[src/design/brsp_pkg.sv]
// Purpose: Shared constants for the remote status and pattern controller
// Assumes: Commands arrive already parsed into a code and a binary argument
// Notes:   Times are in ns; cycle counts derive from the 10 MHz clock
package brsp_pkg;
  localparam int CLK_PERIOD_NS    = 100;
  localparam int SELFTEST_TIME_NS = 10000;
  localparam int SETTLE_TIME_NS   = 2000;
  localparam int SELFTEST_CYCLES  =
    (SELFTEST_TIME_NS + CLK_PERIOD_NS - 1) / CLK_PERIOD_NS;
  localparam int SETTLE_CYCLES    =
    (SETTLE_TIME_NS + CLK_PERIOD_NS - 1) / CLK_PERIOD_NS;
  localparam logic [7:0] SELFTEST_CNT = 8'(SELFTEST_CYCLES);
  localparam logic [7:0] SETTLE_CNT   = 8'(SETTLE_CYCLES);

  // Command codes
  localparam logic [4:0] CMD_CLS    = 5'h00;
  localparam logic [4:0] CMD_ESE    = 5'h01;
  localparam logic [4:0] CMD_ESE_Q  = 5'h02;
  localparam logic [4:0] CMD_ESR_Q  = 5'h03;
  localparam logic [4:0] CMD_IDN_Q  = 5'h04;
  localparam logic [4:0] CMD_LRN_Q  = 5'h05;
  localparam logic [4:0] CMD_OPC    = 5'h06;
  localparam logic [4:0] CMD_OPC_Q  = 5'h07;
  localparam logic [4:0] CMD_SRE    = 5'h08;
  localparam logic [4:0] CMD_SRE_Q  = 5'h09;
  localparam logic [4:0] CMD_STB_Q  = 5'h0a;
  localparam logic [4:0] CMD_TST_Q  = 5'h0b;
  localparam logic [4:0] CMD_WAI    = 5'h0c;
  localparam logic [4:0] CMD_TSE    = 5'h0d;
  localparam logic [4:0] CMD_TSE_Q  = 5'h0e;
  localparam logic [4:0] CMD_TSTAT_Q = 5'h0f;
  localparam logic [4:0] CMD_INV    = 5'h10;
  localparam logic [4:0] CMD_INV_Q  = 5'h11;
  localparam logic [4:0] CMD_PAT    = 5'h12;
  localparam logic [4:0] CMD_PAT_Q  = 5'h13;
  localparam logic [4:0] CMD_PRBS   = 5'h14;
  localparam logic [4:0] CMD_PRBS_Q = 5'h15;

  // Pattern modes
  localparam logic [1:0] MODE_PRBS  = 2'h0;
  localparam logic [1:0] MODE_WORD  = 2'h1;
  localparam logic [1:0] MODE_RDATA = 2'h2;

  // PRBS exponents
  localparam logic [4:0] PRBS_N7  = 5'h07;
  localparam logic [4:0] PRBS_N15 = 5'h0f;
  localparam logic [4:0] PRBS_N17 = 5'h11;
  localparam logic [4:0] PRBS_N20 = 5'h14;
  localparam logic [4:0] PRBS_N23 = 5'h17;

  // Reset values
  localparam logic [7:0] RST_ENABLE = 8'h00;
  localparam logic       RST_INVERT = 1'b0;
  localparam logic [1:0] RST_MODE   = MODE_PRBS;
  localparam logic [4:0] RST_PRBS_N = PRBS_N23;

  // Status bit positions
  localparam int ESR_OPC_BIT = 0;
  localparam int ESR_CME_BIT = 5;
  localparam int STB_TSS_BIT = 3;
  localparam int STB_ESB_BIT = 5;
  localparam int STB_MSS_BIT = 6;
  localparam logic [7:0] MSS_EXCL_MASK = 8'hbf;
  localparam logic [15:0] OPC_ASCII_ONE = 16'h0031;

  // Reply tags
  localparam logic [3:0] TAG_NUM     = 4'h0;
  localparam logic [3:0] TAG_MAKER   = 4'h1;
  localparam logic [3:0] TAG_MODEL   = 4'h2;
  localparam logic [3:0] TAG_UNIT    = 4'h3;
  localparam logic [3:0] TAG_UNITNUM = 4'h4;
  localparam logic [3:0] TAG_VERSION = 4'h5;
  localparam logic [3:0] TAG_INV     = 4'h6;
  localparam logic [3:0] TAG_PAT     = 4'h7;
  localparam logic [3:0] TAG_PRBS    = 4'h8;
  localparam logic [3:0] TAG_SRE     = 4'h9;
  localparam logic [3:0] TAG_ESE     = 4'ha;
  localparam logic [3:0] TAG_TSE     = 4'hb;

  typedef enum logic [3:0] {
    ST_IDLE = 4'b0001,
    ST_TEST = 4'b0010,
    ST_WAIT = 4'b0100,
    ST_SEQ  = 4'b1000
  } brsp_state_e;
endpackage

[src/design/brsp_pattern.sv]
// Purpose: Pattern source, inversion and pin synchronisers
// Assumes: rx_bit and ref_bit are asynchronous pins
// Notes:   Upper LFSR bits above the exponent are don't-care
module brsp_pattern #(
  parameter bit IS_ANALYZER = 1'b1
) (
  // Clock and reset
  input  logic        core_clk,
  input  logic        rst,
  // Configuration
  input  logic [1:0]  mode,
  input  logic [4:0]  prbs_n,
  input  logic        invert,
  input  logic        reseed,
  input  logic [15:0] word_pattern,
  // Pins
  input  logic        rx_bit,
  input  logic        ref_bit,
  output logic        tx_bit,
  output logic        rx_data,
  output logic        exp_bit,
  // Health
  output logic        prbs_alive
);
  logic [22:0] lfsr_q;
  logic [15:0] word_q;
  logic [4:0]  tap_hi;
  logic [4:0]  tap_lo;
  logic [22:0] mask;
  logic        rx_s1_q, rx_s2_q, ref_s1_q, ref_s2_q;
  logic        pat_bit;

  always_comb begin
    case (prbs_n)
      brsp_pkg::PRBS_N7: begin
        tap_hi = 5'h06; tap_lo = 5'h05; mask = 23'h00007f;
      end
      brsp_pkg::PRBS_N15: begin
        tap_hi = 5'h0e; tap_lo = 5'h0d; mask = 23'h007fff;
      end
      brsp_pkg::PRBS_N17: begin
        tap_hi = 5'h10; tap_lo = 5'h0d; mask = 23'h01ffff;
      end
      brsp_pkg::PRBS_N20: begin
        tap_hi = 5'h13; tap_lo = 5'h02; mask = 23'h0fffff;
      end
      default: begin
        tap_hi = 5'h16; tap_lo = 5'h11; mask = 23'h7fffff;
      end
    endcase
  end

  always_ff @(posedge core_clk) begin
    if (rst || reseed) begin
      lfsr_q <= 23'h7fffff;
    end else begin
      lfsr_q <= {lfsr_q[21:0], lfsr_q[tap_hi] ^ lfsr_q[tap_lo]};
    end
  end

  always_ff @(posedge core_clk) begin
    if (rst) begin
      word_q <= 16'h0000;
    end else if (reseed) begin
      word_q <= word_pattern;
    end else begin
      word_q <= {word_q[14:0], word_q[15]};
    end
  end

  always_ff @(posedge core_clk) begin
    if (rst) begin
      rx_s1_q  <= 1'b0;
      rx_s2_q  <= 1'b0;
      ref_s1_q <= 1'b0;
      ref_s2_q <= 1'b0;
    end else begin
      rx_s1_q  <= rx_bit;
      rx_s2_q  <= rx_s1_q;
      ref_s1_q <= ref_bit;
      ref_s2_q <= ref_s1_q;
    end
  end

  // PRBS length only affects the pattern bit while PRBS mode is active
  assign pat_bit = (mode == brsp_pkg::MODE_PRBS) ? lfsr_q[tap_hi]
                                                 : word_q[15];

  always_ff @(posedge core_clk) begin
    if (rst) begin
      tx_bit  <= 1'b0;
      rx_data <= 1'b0;
      exp_bit <= 1'b0;
    end else begin
      tx_bit  <= IS_ANALYZER ? 1'b0 : (pat_bit ^ invert);
      rx_data <= rx_s2_q ^ invert;
      exp_bit <= (mode == brsp_pkg::MODE_RDATA) ? ref_s2_q : pat_bit;
    end
  end

  assign prbs_alive = |(lfsr_q & mask);
endmodule // brsp_pattern

[src/design/brsp_ctl.sv]
// Purpose: Remote status and pattern command handler
// Assumes: Commands come pre-parsed: a code and a binary argument
// Notes:   One command at a time; replies hold until taken
module brsp_ctl #(
  parameter bit          IS_ANALYZER = 1'b1,
  parameter logic [15:0] MAKER_CODE  = 16'h0a5a, // Arbitrary value
  parameter logic [15:0] MODEL_CODE  = 16'h0b6b, // Arbitrary value
  parameter logic [15:0] FW_VERSION  = 16'h0100  // Arbitrary value
) (
  // Clock and reset
  input  logic        core_clk,
  input  logic        rst,
  // Command port
  input  logic        cmd_valid,
  output logic        cmd_ready,
  input  logic [4:0]  cmd_code,
  input  logic [15:0] cmd_arg,
  // Reply port
  output logic        rsp_valid,
  input  logic        rsp_ready,
  output logic [3:0]  rsp_tag,
  output logic [15:0] rsp_value,
  output logic        rsp_last,
  // Test events and service request
  input  logic [7:0]  test_event,
  output logic        srq,
  // Pattern data path
  input  logic [15:0] word_pattern,
  input  logic        rx_bit,
  input  logic        ref_bit,
  output logic        tx_bit,
  output logic        rx_data,
  output logic        exp_bit
);
  brsp_pkg::brsp_state_e st_q, st_d;
  logic [7:0]  sre_q, ese_q, tse_q, esr_q, tstat_q;
  logic        invert_q, opc_pend_q, wait_reply_q, seq_lrn_q;
  logic [1:0]  mode_q;
  logic [4:0]  prbs_n_q;
  logic [7:0]  settle_q, test_cnt_q;
  logic [2:0]  seq_idx_q, seq_last;
  logic        take, arg_ok8, prbs_ok, mode_ok, cfg_change;
  logic        cmd_err, load_rsp, rsp_last_d, opc_set;
  logic        prbs_alive, esb, tss, mss;
  logic [3:0]  rsp_tag_d, seq_tag;
  logic [15:0] rsp_val_d, seq_val;
  logic [7:0]  stb_base, stb;

  assign cmd_ready = (st_q == brsp_pkg::ST_IDLE) && !rsp_valid;
  assign take      = cmd_valid && cmd_ready;
  assign arg_ok8   = (cmd_arg[15:8] == 8'h00);
  assign prbs_ok   = (cmd_arg[15:5] == 11'h000) &&
                     (cmd_arg[4:0] == brsp_pkg::PRBS_N7  ||
                      cmd_arg[4:0] == brsp_pkg::PRBS_N15 ||
                      cmd_arg[4:0] == brsp_pkg::PRBS_N17 ||
                      cmd_arg[4:0] == brsp_pkg::PRBS_N20 ||
                      cmd_arg[4:0] == brsp_pkg::PRBS_N23);
  assign mode_ok   = (cmd_arg == {14'h0000, brsp_pkg::MODE_PRBS}) ||
                     (cmd_arg == {14'h0000, brsp_pkg::MODE_WORD})  ||
                     (IS_ANALYZER &&
                      cmd_arg == {14'h0000, brsp_pkg::MODE_RDATA});
  assign cfg_change = take &&
    ((cmd_code == brsp_pkg::CMD_PAT && mode_ok) ||
     (cmd_code == brsp_pkg::CMD_PRBS && prbs_ok));
  // A clear in the same cycle idles the pending completion instead
  assign opc_set = opc_pend_q && (settle_q == 8'h00) &&
                   !(take && cmd_code == brsp_pkg::CMD_CLS);

  // Status summaries
  assign esb      = |(esr_q & ese_q);
  assign tss      = IS_ANALYZER && |(tstat_q & tse_q);
  assign stb_base = (8'(esb) << brsp_pkg::STB_ESB_BIT) |
                    (8'(tss) << brsp_pkg::STB_TSS_BIT);
  assign mss      = |(stb_base & sre_q & brsp_pkg::MSS_EXCL_MASK);
  assign stb      = stb_base | (8'(mss) << brsp_pkg::STB_MSS_BIT);

  // Enable registers
  always_ff @(posedge core_clk) begin
    if (rst) begin
      sre_q <= brsp_pkg::RST_ENABLE;
    end else if (take && cmd_code == brsp_pkg::CMD_SRE && arg_ok8) begin
      sre_q <= cmd_arg[7:0];
    end
  end

  always_ff @(posedge core_clk) begin
    if (rst) begin
      ese_q <= brsp_pkg::RST_ENABLE;
    end else if (take && cmd_code == brsp_pkg::CMD_ESE && arg_ok8) begin
      ese_q <= cmd_arg[7:0];
    end
  end

  always_ff @(posedge core_clk) begin
    if (rst) begin
      tse_q <= brsp_pkg::RST_ENABLE;
    end else if (IS_ANALYZER && take && cmd_code == brsp_pkg::CMD_TSE &&
                 arg_ok8) begin
      tse_q <= cmd_arg[7:0];
    end
  end

  // Event registers: a set beats a clear in the same cycle, except a completion, which a CLS command suppresses
  always_ff @(posedge core_clk) begin
    if (rst) begin
      esr_q <= 8'h00;
    end else begin
      esr_q <= ((take && (cmd_code == brsp_pkg::CMD_CLS ||
                          cmd_code == brsp_pkg::CMD_ESR_Q)) ? 8'h00 : esr_q)
             | (8'(opc_set) << brsp_pkg::ESR_OPC_BIT)
             | (8'(cmd_err) << brsp_pkg::ESR_CME_BIT);
    end
  end

  always_ff @(posedge core_clk) begin
    if (rst || !IS_ANALYZER) begin
      tstat_q <= 8'h00;
    end else begin
      tstat_q <= ((take && cmd_code == brsp_pkg::CMD_TSTAT_Q) ? 8'h00
                                                            : tstat_q)
               | test_event;
    end
  end

  // Pattern configuration
  always_ff @(posedge core_clk) begin
    if (rst) begin
      invert_q <= brsp_pkg::RST_INVERT;
    end else if (take && cmd_code == brsp_pkg::CMD_INV) begin
      invert_q <= (cmd_arg != 16'h0000);
    end
  end

  always_ff @(posedge core_clk) begin
    if (rst) begin
      mode_q <= brsp_pkg::RST_MODE;
    end else if (take && cmd_code == brsp_pkg::CMD_PAT && mode_ok) begin
      mode_q <= cmd_arg[1:0];
    end
  end

  always_ff @(posedge core_clk) begin
    if (rst) begin
      prbs_n_q <= brsp_pkg::RST_PRBS_N;
    end else if (take && cmd_code == brsp_pkg::CMD_PRBS && prbs_ok) begin
      prbs_n_q <= cmd_arg[4:0];
    end
  end

  // Pattern reseed counts as pending work until it settles
  always_ff @(posedge core_clk) begin
    if (rst) begin
      settle_q <= 8'h00;
    end else if (cfg_change) begin
      settle_q <= brsp_pkg::SETTLE_CNT;
    end else if (settle_q != 8'h00) begin
      settle_q <= settle_q - 8'h01;
    end
  end

  always_ff @(posedge core_clk) begin
    if (rst) begin
      opc_pend_q <= 1'b0;
    end else if (take && cmd_code == brsp_pkg::CMD_CLS) begin
      opc_pend_q <= 1'b0;
    end else if (take && cmd_code == brsp_pkg::CMD_OPC) begin
      opc_pend_q <= 1'b1;
    end else if (opc_set) begin
      opc_pend_q <= 1'b0;
    end
  end

  // Sequencer bookkeeping
  always_ff @(posedge core_clk) begin
    if (rst) begin
      wait_reply_q <= 1'b0;
      seq_lrn_q    <= 1'b0;
    end else if (take) begin
      wait_reply_q <= (cmd_code == brsp_pkg::CMD_OPC_Q);
      seq_lrn_q    <= (cmd_code == brsp_pkg::CMD_LRN_Q);
    end
  end

  always_ff @(posedge core_clk) begin
    if (rst || take) begin
      seq_idx_q <= 3'h0;
    end else if (st_q == brsp_pkg::ST_SEQ && load_rsp) begin
      seq_idx_q <= seq_idx_q + 3'h1;
    end
  end

  always_ff @(posedge core_clk) begin
    if (rst) begin
      test_cnt_q <= 8'h00;
    end else if (take && cmd_code == brsp_pkg::CMD_TST_Q) begin
      test_cnt_q <= brsp_pkg::SELFTEST_CNT;
    end else if (test_cnt_q != 8'h00) begin
      test_cnt_q <= test_cnt_q - 8'h01;
    end
  end

  always_ff @(posedge core_clk) begin
    if (rst) begin
      st_q <= brsp_pkg::ST_IDLE;
    end else begin
      st_q <= st_d;
    end
  end

  // Multi-beat replies for identify and learn
  assign seq_last = (seq_lrn_q && IS_ANALYZER) ? 3'h5 : 3'h4;
  always_comb begin
    seq_tag = brsp_pkg::TAG_NUM;
    seq_val = 16'h0000;
    case ({seq_lrn_q, seq_idx_q})
      4'h0: begin seq_tag = brsp_pkg::TAG_MAKER;   seq_val = MAKER_CODE; end
      4'h1: begin seq_tag = brsp_pkg::TAG_MODEL;   seq_val = MODEL_CODE; end
      4'h2: begin
        seq_tag = brsp_pkg::TAG_UNIT;
        seq_val = {15'h0000, IS_ANALYZER};
      end
      4'h3: begin seq_tag = brsp_pkg::TAG_UNITNUM; seq_val = 16'h0000; end
      4'h4: begin seq_tag = brsp_pkg::TAG_VERSION; seq_val = FW_VERSION; end
      4'h8: begin
        seq_tag = brsp_pkg::TAG_INV;
        seq_val = {15'h0000, invert_q};
      end
      4'h9: begin seq_tag = brsp_pkg::TAG_PAT; seq_val = {14'h0, mode_q}; end
      4'ha: begin
        seq_tag = brsp_pkg::TAG_PRBS;
        seq_val = {11'h000, prbs_n_q};
      end
      4'hb: begin seq_tag = brsp_pkg::TAG_SRE; seq_val = {8'h00, sre_q}; end
      4'hc: begin seq_tag = brsp_pkg::TAG_ESE; seq_val = {8'h00, ese_q}; end
      4'hd: begin seq_tag = brsp_pkg::TAG_TSE; seq_val = {8'h00, tse_q}; end
      default: begin
        seq_tag = brsp_pkg::TAG_NUM;
        seq_val = 16'h0000;
      end
    endcase
  end

  // Decode, reply selection and next state
  always_comb begin
    st_d       = st_q;
    load_rsp   = 1'b0;
    cmd_err    = 1'b0;
    rsp_tag_d  = brsp_pkg::TAG_NUM;
    rsp_val_d  = 16'h0000;
    rsp_last_d = 1'b1;
    case (st_q)
      brsp_pkg::ST_IDLE: begin
        if (take) begin
          case (cmd_code)
            brsp_pkg::CMD_CLS, brsp_pkg::CMD_OPC, brsp_pkg::CMD_INV: ;
            brsp_pkg::CMD_ESE, brsp_pkg::CMD_SRE: cmd_err = !arg_ok8;
            brsp_pkg::CMD_TSE: cmd_err = !IS_ANALYZER || !arg_ok8;
            brsp_pkg::CMD_PAT: cmd_err = !mode_ok;
            brsp_pkg::CMD_PRBS: cmd_err = !prbs_ok;
            brsp_pkg::CMD_ESE_Q: begin
              load_rsp  = 1'b1;
              rsp_val_d = {8'h00, ese_q};
            end
            brsp_pkg::CMD_ESR_Q: begin
              load_rsp  = 1'b1;
              rsp_val_d = {8'h00, esr_q};
            end
            brsp_pkg::CMD_SRE_Q: begin
              load_rsp  = 1'b1;
              rsp_val_d = {8'h00, sre_q & brsp_pkg::MSS_EXCL_MASK};
            end
            brsp_pkg::CMD_STB_Q: begin
              load_rsp  = 1'b1;
              rsp_val_d = {8'h00, stb};
            end
            brsp_pkg::CMD_TSE_Q: begin
              load_rsp  = IS_ANALYZER;
              cmd_err   = !IS_ANALYZER;
              rsp_val_d = {8'h00, tse_q};
            end
            brsp_pkg::CMD_TSTAT_Q: begin
              load_rsp  = IS_ANALYZER;
              cmd_err   = !IS_ANALYZER;
              rsp_val_d = {8'h00, tstat_q};
            end
            brsp_pkg::CMD_INV_Q: begin
              load_rsp  = 1'b1;
              rsp_val_d = {15'h0000, invert_q};
            end
            brsp_pkg::CMD_PAT_Q: begin
              load_rsp  = 1'b1;
              rsp_val_d = {14'h0000, mode_q};
            end
            brsp_pkg::CMD_PRBS_Q: begin
              load_rsp  = 1'b1;
              rsp_val_d = {11'h000, prbs_n_q};
            end
            brsp_pkg::CMD_IDN_Q, brsp_pkg::CMD_LRN_Q: st_d = brsp_pkg::ST_SEQ;
            brsp_pkg::CMD_TST_Q: st_d = brsp_pkg::ST_TEST;
            brsp_pkg::CMD_OPC_Q, brsp_pkg::CMD_WAI: st_d = brsp_pkg::ST_WAIT;
            default: cmd_err = 1'b1;
          endcase
        end
      end
      brsp_pkg::ST_TEST: begin
        if (test_cnt_q == 8'h00) begin
          load_rsp  = 1'b1;
          rsp_val_d = prbs_alive ? 16'h0000 : 16'h0001;
          st_d      = brsp_pkg::ST_IDLE;
        end
      end
      brsp_pkg::ST_WAIT: begin
        if (settle_q == 8'h00) begin
          load_rsp  = wait_reply_q;
          rsp_val_d = brsp_pkg::OPC_ASCII_ONE;
          st_d      = brsp_pkg::ST_IDLE;
        end
      end
      brsp_pkg::ST_SEQ: begin
        if (!rsp_valid || rsp_ready) begin
          load_rsp   = 1'b1;
          rsp_tag_d  = seq_tag;
          rsp_val_d  = seq_val;
          rsp_last_d = (seq_idx_q == seq_last);
          if (seq_idx_q == seq_last) begin
            st_d = brsp_pkg::ST_IDLE;
          end
        end
      end
      default: st_d = brsp_pkg::ST_IDLE;
    endcase
  end

  always_ff @(posedge core_clk) begin
    if (rst) begin
      rsp_valid <= 1'b0;
      rsp_tag   <= brsp_pkg::TAG_NUM;
      rsp_value <= 16'h0000;
      rsp_last  <= 1'b0;
    end else if (load_rsp) begin
      rsp_valid <= 1'b1;
      rsp_tag   <= rsp_tag_d;
      rsp_value <= rsp_val_d;
      rsp_last  <= rsp_last_d;
    end else if (rsp_ready) begin
      rsp_valid <= 1'b0;
    end
  end

  always_ff @(posedge core_clk) begin
    if (rst) begin
      srq <= 1'b0;
    end else begin
      srq <= mss;
    end
  end

  brsp_pattern #(
    .IS_ANALYZER (IS_ANALYZER)
  ) u_pattern (
    .core_clk     (core_clk),
    .rst          (rst),
    .mode         (mode_q),
    .prbs_n       (prbs_n_q),
    .invert       (invert_q),
    .reseed       (cfg_change),
    .word_pattern (word_pattern),
    .rx_bit       (rx_bit),
    .ref_bit      (ref_bit),
    .tx_bit       (tx_bit),
    .rx_data      (rx_data),
    .exp_bit      (exp_bit),
    .prbs_alive   (prbs_alive)
  );
endmodule // brsp_ctl

[config.mk]
export PLATFORM = sky130hd
export DESIGN_NAME = brsp_ctl
export DESIGN_NICKNAME = d
export VERILOG_FILES = /design/src/design/brsp_pkg.sv /design/src/design/brsp_pattern.sv /design/src/design/brsp_ctl.sv
export SDC_FILE = /design/constraint.sdc
export NUM_CORES = 1
export LEC_CHECK = 0
export ABC_CLOCK_PERIOD_IN_PS = 2200
export BUFFER_PORTS_ARGS = -buffer_cell sky130_fd_sc_hd__buf_2
export CAP_MARGIN = 20
export CORE_AREA = 2 2 119 121
export DETAILED_ROUTE_END_ITERATION = 12
export DIE_AREA = 0 0 121 123
export GPL_ROUTABILITY_DRIVEN = 0
export PLACE_DENSITY_LB_ADDON = 0.3
export SLEW_MARGIN = 20
export SYNTH_ARGS = -nofsm -noshare
export SYNTH_HDL_FRONTEND = slang
export SYNTH_SLANG_ARGS = --single-unit
[constraint.sdc]
create_clock -name core_clk -period 2.2 [get_ports core_clk]
set_input_delay 0.44 -clock core_clk [delete_from_list [all_inputs] [get_ports core_clk]]
set_output_delay 0.44 -clock core_clk [all_outputs]
set_load 0.1 [all_outputs]
==> results_dict.tcl, run 1 <==
set metrics [dict create \
    dp.cells 1009 \
    async_flop_share_pct 0 \
    netlist_area_um2 6580 \
    drt-wirelength-per-cell_um 18.0 \
    ir_drop_v 0.000623 \
    drtPass1Iterations 6 \
    finalNonFillerCells 1042 \
    met3WireLength_um 1440 \
    total_leakage_power_uw 0.00305 \
    drt-total-wl_um 18700 \
    synth_top_area_cell "dfxtp_1" \
    dr.first_iter.drc_count 748 \
    pwr-share-clk_pct 42.5 \
    place_hpwl_um 13400 \
    grt_pass1_vias 5950 \
    status "completed" \
    gr-usage-all-layers_pct 25.4 \
    clk_pin_slew_ns 0.06 \
    critPathKind "flip-flop to flip-flop" \
    vias 6394 \
    timing.hold.ws_ns 0.223 \
    grt_pass1_wl_um 30100 \
    routed-wl-met2_um 8600 \
    core.rowCount 43 \
    yosys.cell_count.top_type "dfxtp_1" \
    antenna_found_initial 1 \
    cts_sinks 130 \
    remaining_drc_errors 0 \
    synth_area_leaders "dfxtp_1 (40%), mux2i_1 (4.9%), a21oi_1 (4.1%), nor2_1 (3.5%), o211ai_1 (3.1%)" \
    yosysSeqAreaShare_pct 39.5 \
    hold_class "primary input to flip-flop" \
    setup-violations-final 0 \
    yosysUniqueCellTypes 70 \
    routed.top_layer "met4" \
    dieArea_um2 14900 \
    tightest_slew_ns 0.513 \
    skew_ns 0.00873 \
    avgViaCountPerCell 6.14 \
    core_area_um2 13600 \
    critPathCaptureType "flip-flop" \
    swShare_pct 29.0 \
    pwr-share-comb_pct 18.7 \
    clockBufferDepth 2 \
    initial_core_util_pct 48.4 \
    critPathMaxFanout 5 \
    io_pins 78 \
    cap_violations 0 \
    synth-edff-count 0 \
    yosys_most_used_dff "dfxtp_1" \
    clk_latency_ns 0.42 \
    post-route-min-period_ns 2.14 \
    min_period_over_period_pct 97.4 \
    htree_num_levels 4 \
    ant_nets 0 \
    rsz0062_at_grt "false" \
    fillers 1189 \
    yosys_warnings 0 \
    port_buffers 71 \
    r2r_setup_slack_ns 0.06 \
    synthToLayoutAreaGrowth_pct 21.9 \
    fin_nets 906 \
    cts_hold_buf 0 \
    die_h_um 123 \
    drive_above_1_share_pct 23.7 \
    cts-root-buf "clkbuf_16" \
    cts_tree "yes" \
    startpoint_type "flip-flop" \
    overflow 0 \
    synth_commonest_cells "dfxtp_1 (130), nor2_1 (61), a21oi_1 (54)" \
    grt_max_degree 52 \
    worstPathRequired_ns 2.50 \
    power.switching_uw 1960 \
    wl_met1_um 8350 \
    max_freq_mhz 467 \
    numCtsBuffers 17 \
    dieWidth_um 121 \
    synth-seq-cells 130 \
    multi_input_area_um2 3670 \
    critPathArrivalTime_ns 2.45 \
    synth.avg_cell_area_um2 8.66 \
    drv_slew 0 \
    powerDensity_nw_per_um2 844 \
    synth_top_area_share_pct 39.5 \
    seq_area_um2 2600 \
    seqPwrFrac_pct 38.8 \
    maxSlewHeadroom_pct 65.5 \
    post_cts_buffers 0 \
    internal_power_uw 4810 \
    syn_inst 760 \
    hold_viol_final 0 \
]
[final timing paths]
check / startpoint / end / depth (start not counted)
max reg2reg: test_cnt_q[0]$_SDFFE_PP0P_ / rsp_value[6]$_SDFFE_PP0P_ / 7
min reg2reg: u_pattern.ref_s1_q$_SDFF_PP0_ / u_pattern.ref_s2_q$_SDFF_PP0_ / 1
min: test_event[5] / tstat_q[5]$_SDFF_PP0_ / 3
max: test_cnt_q[0]$_SDFFE_PP0P_ / rsp_value[6]$_SDFFE_PP0P_ / 7
[layer usage]
metal,up-vias,track usage [%]
met5,-,0
met4,0,9.59
met3,40,5.63
met2,304,40.2
met1,3048,34.0
li1,3002,-
[worst max-delay path, cell delays in order, from the launching register on]
cell and delay [ns]:
dfxtp_1 0.30, inv_1 0.12, ha_1 0.25, nor4b_2 0.41, and2_1 0.23, a221oi_1 0.12, and2_1 0.27, a221o_1 0.33
[state kept, by name (all words and copies together), names as in the netlist, 2 cells and up]
signal	count
settle_q	8
rsp_tag	4
rsp_value	10
prbs_n_q	5
ese_q	8
st_q	4
mode_q	2
sre_q	8
tstat_q	8
u_pattern.word_q	16
test_cnt_q	8
u_pattern.lfsr_q	23
tse_q	8
esr_q	2
seq_idx_q	3
[power groups by stage]
stage	Combinational, µW	Clock (µW)	Sequential (µW)
4_1_cts	1250	2920	2620
5_1_grt	1390	3020	2640
6_report	1270	2880	2620
3_3_place_gp	1190	0	2660
3_5_place_dp	1230	0	2660
2_1_floorplan	845	0	2700
[per-stage QoR]
stage	power, µW	setup TNS (ns)	utilization, %	area (µm²)	worst slack, ns
after global placement	3840	-4.99	54.3	7380	-0.185
after global routing	7050	0	59.0	8030	0.00879
after CTS	6790	0	58.8	8010	0.0599
after floorplan	3540	-0.740	-	6610	-0.0766
final	6770	0	59.0	8030	0.0579
after detailed placement	3890	-6.88	54.3	7380	-0.228
[layout by cell type, fill, tap and decap left out, drive strengths merged, types with 5 or more instances in the layout]
cell / n
a22oi: 17
a221oi: 9
nor4b: 7
and2: 9
nor3: 27
nor4: 11
o31ai: 5
a31oi: 9
nand2: 36
a222oi: 6
nand3: 36
a21oi: 62
ha: 7
conb: 6
a21o: 7
and3b: 5
and3: 13
clkbuf: 17
o211ai: 35
xnor2: 10
nor2b: 16
inv: 20
nand2b: 6
clkinv: 6
o21ai: 26
or3: 24
mux2i: 32
buf: 130
nor3b: 9
dfxtp: 130
a221o: 7
nor2: 61
[final cells by class]
type,instances,area share (%)
clock inverters,15,2.26
clock buffers,17,5.30
repair buffers,130,10.6
multi-input cells,553,45.8
well taps,180,2.81
inverters,16,0.748
flip-flops and latches,130,32.4
diodes,1,0.0312
[logic make-up (layout without fill, tap and decap cells)]
family / Yosys count / after routing / synth area share, %
and+or+nand+nor: 280 / 280 / 23.6
AOI/OAI and AO/OA: 216 / 216 / 23.4
DFF: 130 / 130 / 39.5
buffers and inverters: 82 / 178 / 5.61
muxes: 33 / 33 / 5.04
xor gates and xnor gates: 11 / 11 / 1.46
adders and majority gates: 7 / 7 / 1.33
other: 1 / 7 / 0.0570
[what timing repair did]
action	in CTS	in global routing
gates resized for setup	3	4
endpoints found under the setup margin	5	49
pin swaps	0	1
Note: power is estimated with default switching activity, not from simulation.
==> inputs of run 2 (changes only) <==
Settings changed: CORE_AREA 2 2 119 121 to 2 2 132 134, DIE_AREA 0 0 121 123 to 0 0 134 136, MAX_ROUTING_LAYER set to met4.
==> run 2 against run 1 <==
Clock power is 1% lower. Wire length fell by 1.0%. Die area up 22%. Fmax rose by 0.77%. Sequential share of layout area decreased by 0.67 points. Sequential power is essentially flat. Power is 0.31% lower. Core utilization is 10 points lower. Final area is 2.1% higher.
==> results_dict.tcl, run 2 (synthesis gave the netlist of run 1 again) <==
set metrics [dict create \
    status "completed" \
    hold_class "primary input to flip-flop" \
    overflow 0 \
    top_regs "u_pattern.lfsr_q x23, u_pattern.word_q x16, rsp_value x10" \
    maxSlewHeadroom_pct 65.8 \
    htree_num_levels 4 \
    total_leakage_power_uw 0.00313 \
    critPathCaptureType "output port" \
    powerDensity_nw_per_um2 824 \
    antenna_found_initial 0 \
    reg2reg_depth 8 \
    core.rowCount 48 \
    critPathKind "flip-flop to output port" \
    critPathMaxFanout 5 \
    r2r_end "rsp_value[6]$_SDFFE_PP0P_" \
    post-route-min-period_ns 2.13 \
    finalSetupTns_ns 0 \
    endpoint "cmd_ready" \
    grt_pass1_wl_um 29800 \
    rsz0062_at_grt "false" \
    max_freq_mhz 470 \
    largest_reg_flops 23 \
    mostFrequentLayoutCell "dfxtp_1" \
    dr.first_iter.drc_count 480 \
    grt_pass1_vias 5622 \
    hold_viol_final 0 \
    drtPass1Iterations 6 \
    crit_path_start "st_q[1]$_SDFFE_PP0P_" \
    synthToLayoutAreaGrowth_pct 24.5 \
    n_antenna_cell 0 \
    worstPathRequired_ns 1.76 \
    ir_drop_v 0.000544 \
    layout_common_cells "dfxtp_1 (129), buf_2 (69), buf_4 (69)" \
    core_area_um2 16900 \
    port_buffers 71 \
    cts_tree "yes" \
    clk_pin_slew_ns 0.06 \
    finalNonFillerCells 1098 \
    tightest_slew_ns 0.513 \
    cts_sinks 130 \
    rr_startpoint "test_cnt_q[0]$_SDFFE_PP0P_" \
    drt-wirelength-per-cell_um 16.9 \
    grt_max_degree 65 \
    io_pins 78 \
    dieArea_um2 18200 \
    ant_nets 0 \
    largest_register "u_pattern.lfsr_q" \
    initial_core_util_pct 39.0 \
    skew_ns 0.00711 \
    met3WireLength_um 1130 \
    drt-total-wl_um 18500 \
    fin_nets 919 \
    place_hpwl_um 13300 \
    routed.top_layer "met4" \
    remaining_drc_errors 0 \
    clockBufferDepth 2 \
    gr-usage-all-layers_pct 21.5 \
    numCtsBuffers 17 \
    avgViaCountPerCell 5.63 \
    dieWidth_um 134 \
    drv_slew 0 \
    dp.cells 1067 \
    r2r_setup_slack_ns 0.12 \
    critPathArrivalTime_ns 1.69 \
    min_period_over_period_pct 96.6 \
    setup-violations-final 0 \
    die_h_um 136 \
    drive_above_1_share_pct 25.0 \
    cts-root-buf "clkbuf_16" \
    startpoint_type "flip-flop" \
    routed-wl-met2_um 8140 \
    fillers 1643 \
    cap_violations 0 \
    wl_met1_um 8940 \
    clk_latency_ns 0.42 \
    vias 6181 \
]
## run 2: cell count changes in the layout (fill, tap and decap cells not counted), sizes merged
cell    before  now
clkbuf      17   22
diode        1    0
inv         20   16
buf        130  143
clkinv       6    5
bufinv       3    2
## run 2: metal layers
layer / up-vias / GRT usage [%]
li1: 3033 / -
met1: 2898 / 29.6
met2: 222 / 30.8
met3: 28 / 4.77
met4: 0 / 7.45
met5: - / -
## run 2: layout make-up
| cell class | count | area [µm²] | share of cell area (%) |
|---|---|---|---|
| tap | 225 | 282 | 3.44 |
| timing repair buffer | 143 | 963 | 11.8 |
| clock inverter | 9 | 104 | 1.27 |
| clock buffer | 22 | 494 | 6.03 |
| inverter | 16 | 60.1 | 0.733 |
| multi-input combinational | 553 | 3690 | 45.0 |
| sequential | 130 | 2600 | 31.8 |
## run 2: how the worst min path moves through the flow
stage / startpoint / end / slack, ns / cells past startpoint
2_1_floorplan: u_pattern.lfsr_q[15]$_SDFF_PP1_ / u_pattern.lfsr_q[16]$_SDFF_PP1_ / 0.41 / 1
3_3_place_gp: u_pattern.lfsr_q[15]$_SDFF_PP1_ / u_pattern.lfsr_q[16]$_SDFF_PP1_ / 0.42 / 1
3_5_place_dp: u_pattern.lfsr_q[0]$_SDFF_PP1_ / u_pattern.lfsr_q[1]$_SDFF_PP1_ / 0.43 / 1
4_1_cts: test_event[4] / tstat_q[4]$_SDFF_PP0_ / 0.21 / 3
5_1_grt: test_event[5] / tstat_q[5]$_SDFF_PP0_ / 0.23 / 3
6_report: test_event[4] / tstat_q[4]$_SDFF_PP0_ / 0.21 / 3
## run 2: critical path, cell delays in order, from the launching register on
cell and delay (ns):
dfxtp_1 0.36, or4b_4 0.60, nor2_4 0.12, buf_12 0.18
## run 2: per-stage QoR
stage / setup WS [ns] / instance area [µm²] / hold WS (ns) / util (%) / power (µW)
2_1_floorplan: -0.0766 / 6610 / 0.410 / - / 3540
3_3_place_gp: -0.207 / 7550 / 0.420 / 44.7 / 3880
3_5_place_dp: -0.217 / 7550 / 0.430 / 44.7 / 3900
4_1_cts: 0.0706 / 8160 / 0.207 / 48.4 / 6750
5_1_grt: 0.00194 / 8200 / 0.228 / 48.6 / 7050
6_report: 0.0743 / 8200 / 0.214 / 48.6 / 6750
## run 2: timing repair
action                     CTS  global route
setup buffers                0             0
setup endpoints to repair    2            56
hold buffers                 0             0
gates cloned                 0             0
pin swaps                    0             0
resized for setup            3             7
## run 2: where the power goes
group          internal, µW  switching (µW)
sequential             2500             131
combinational           549             730
clock                  1800            1040
total                  4850            1900
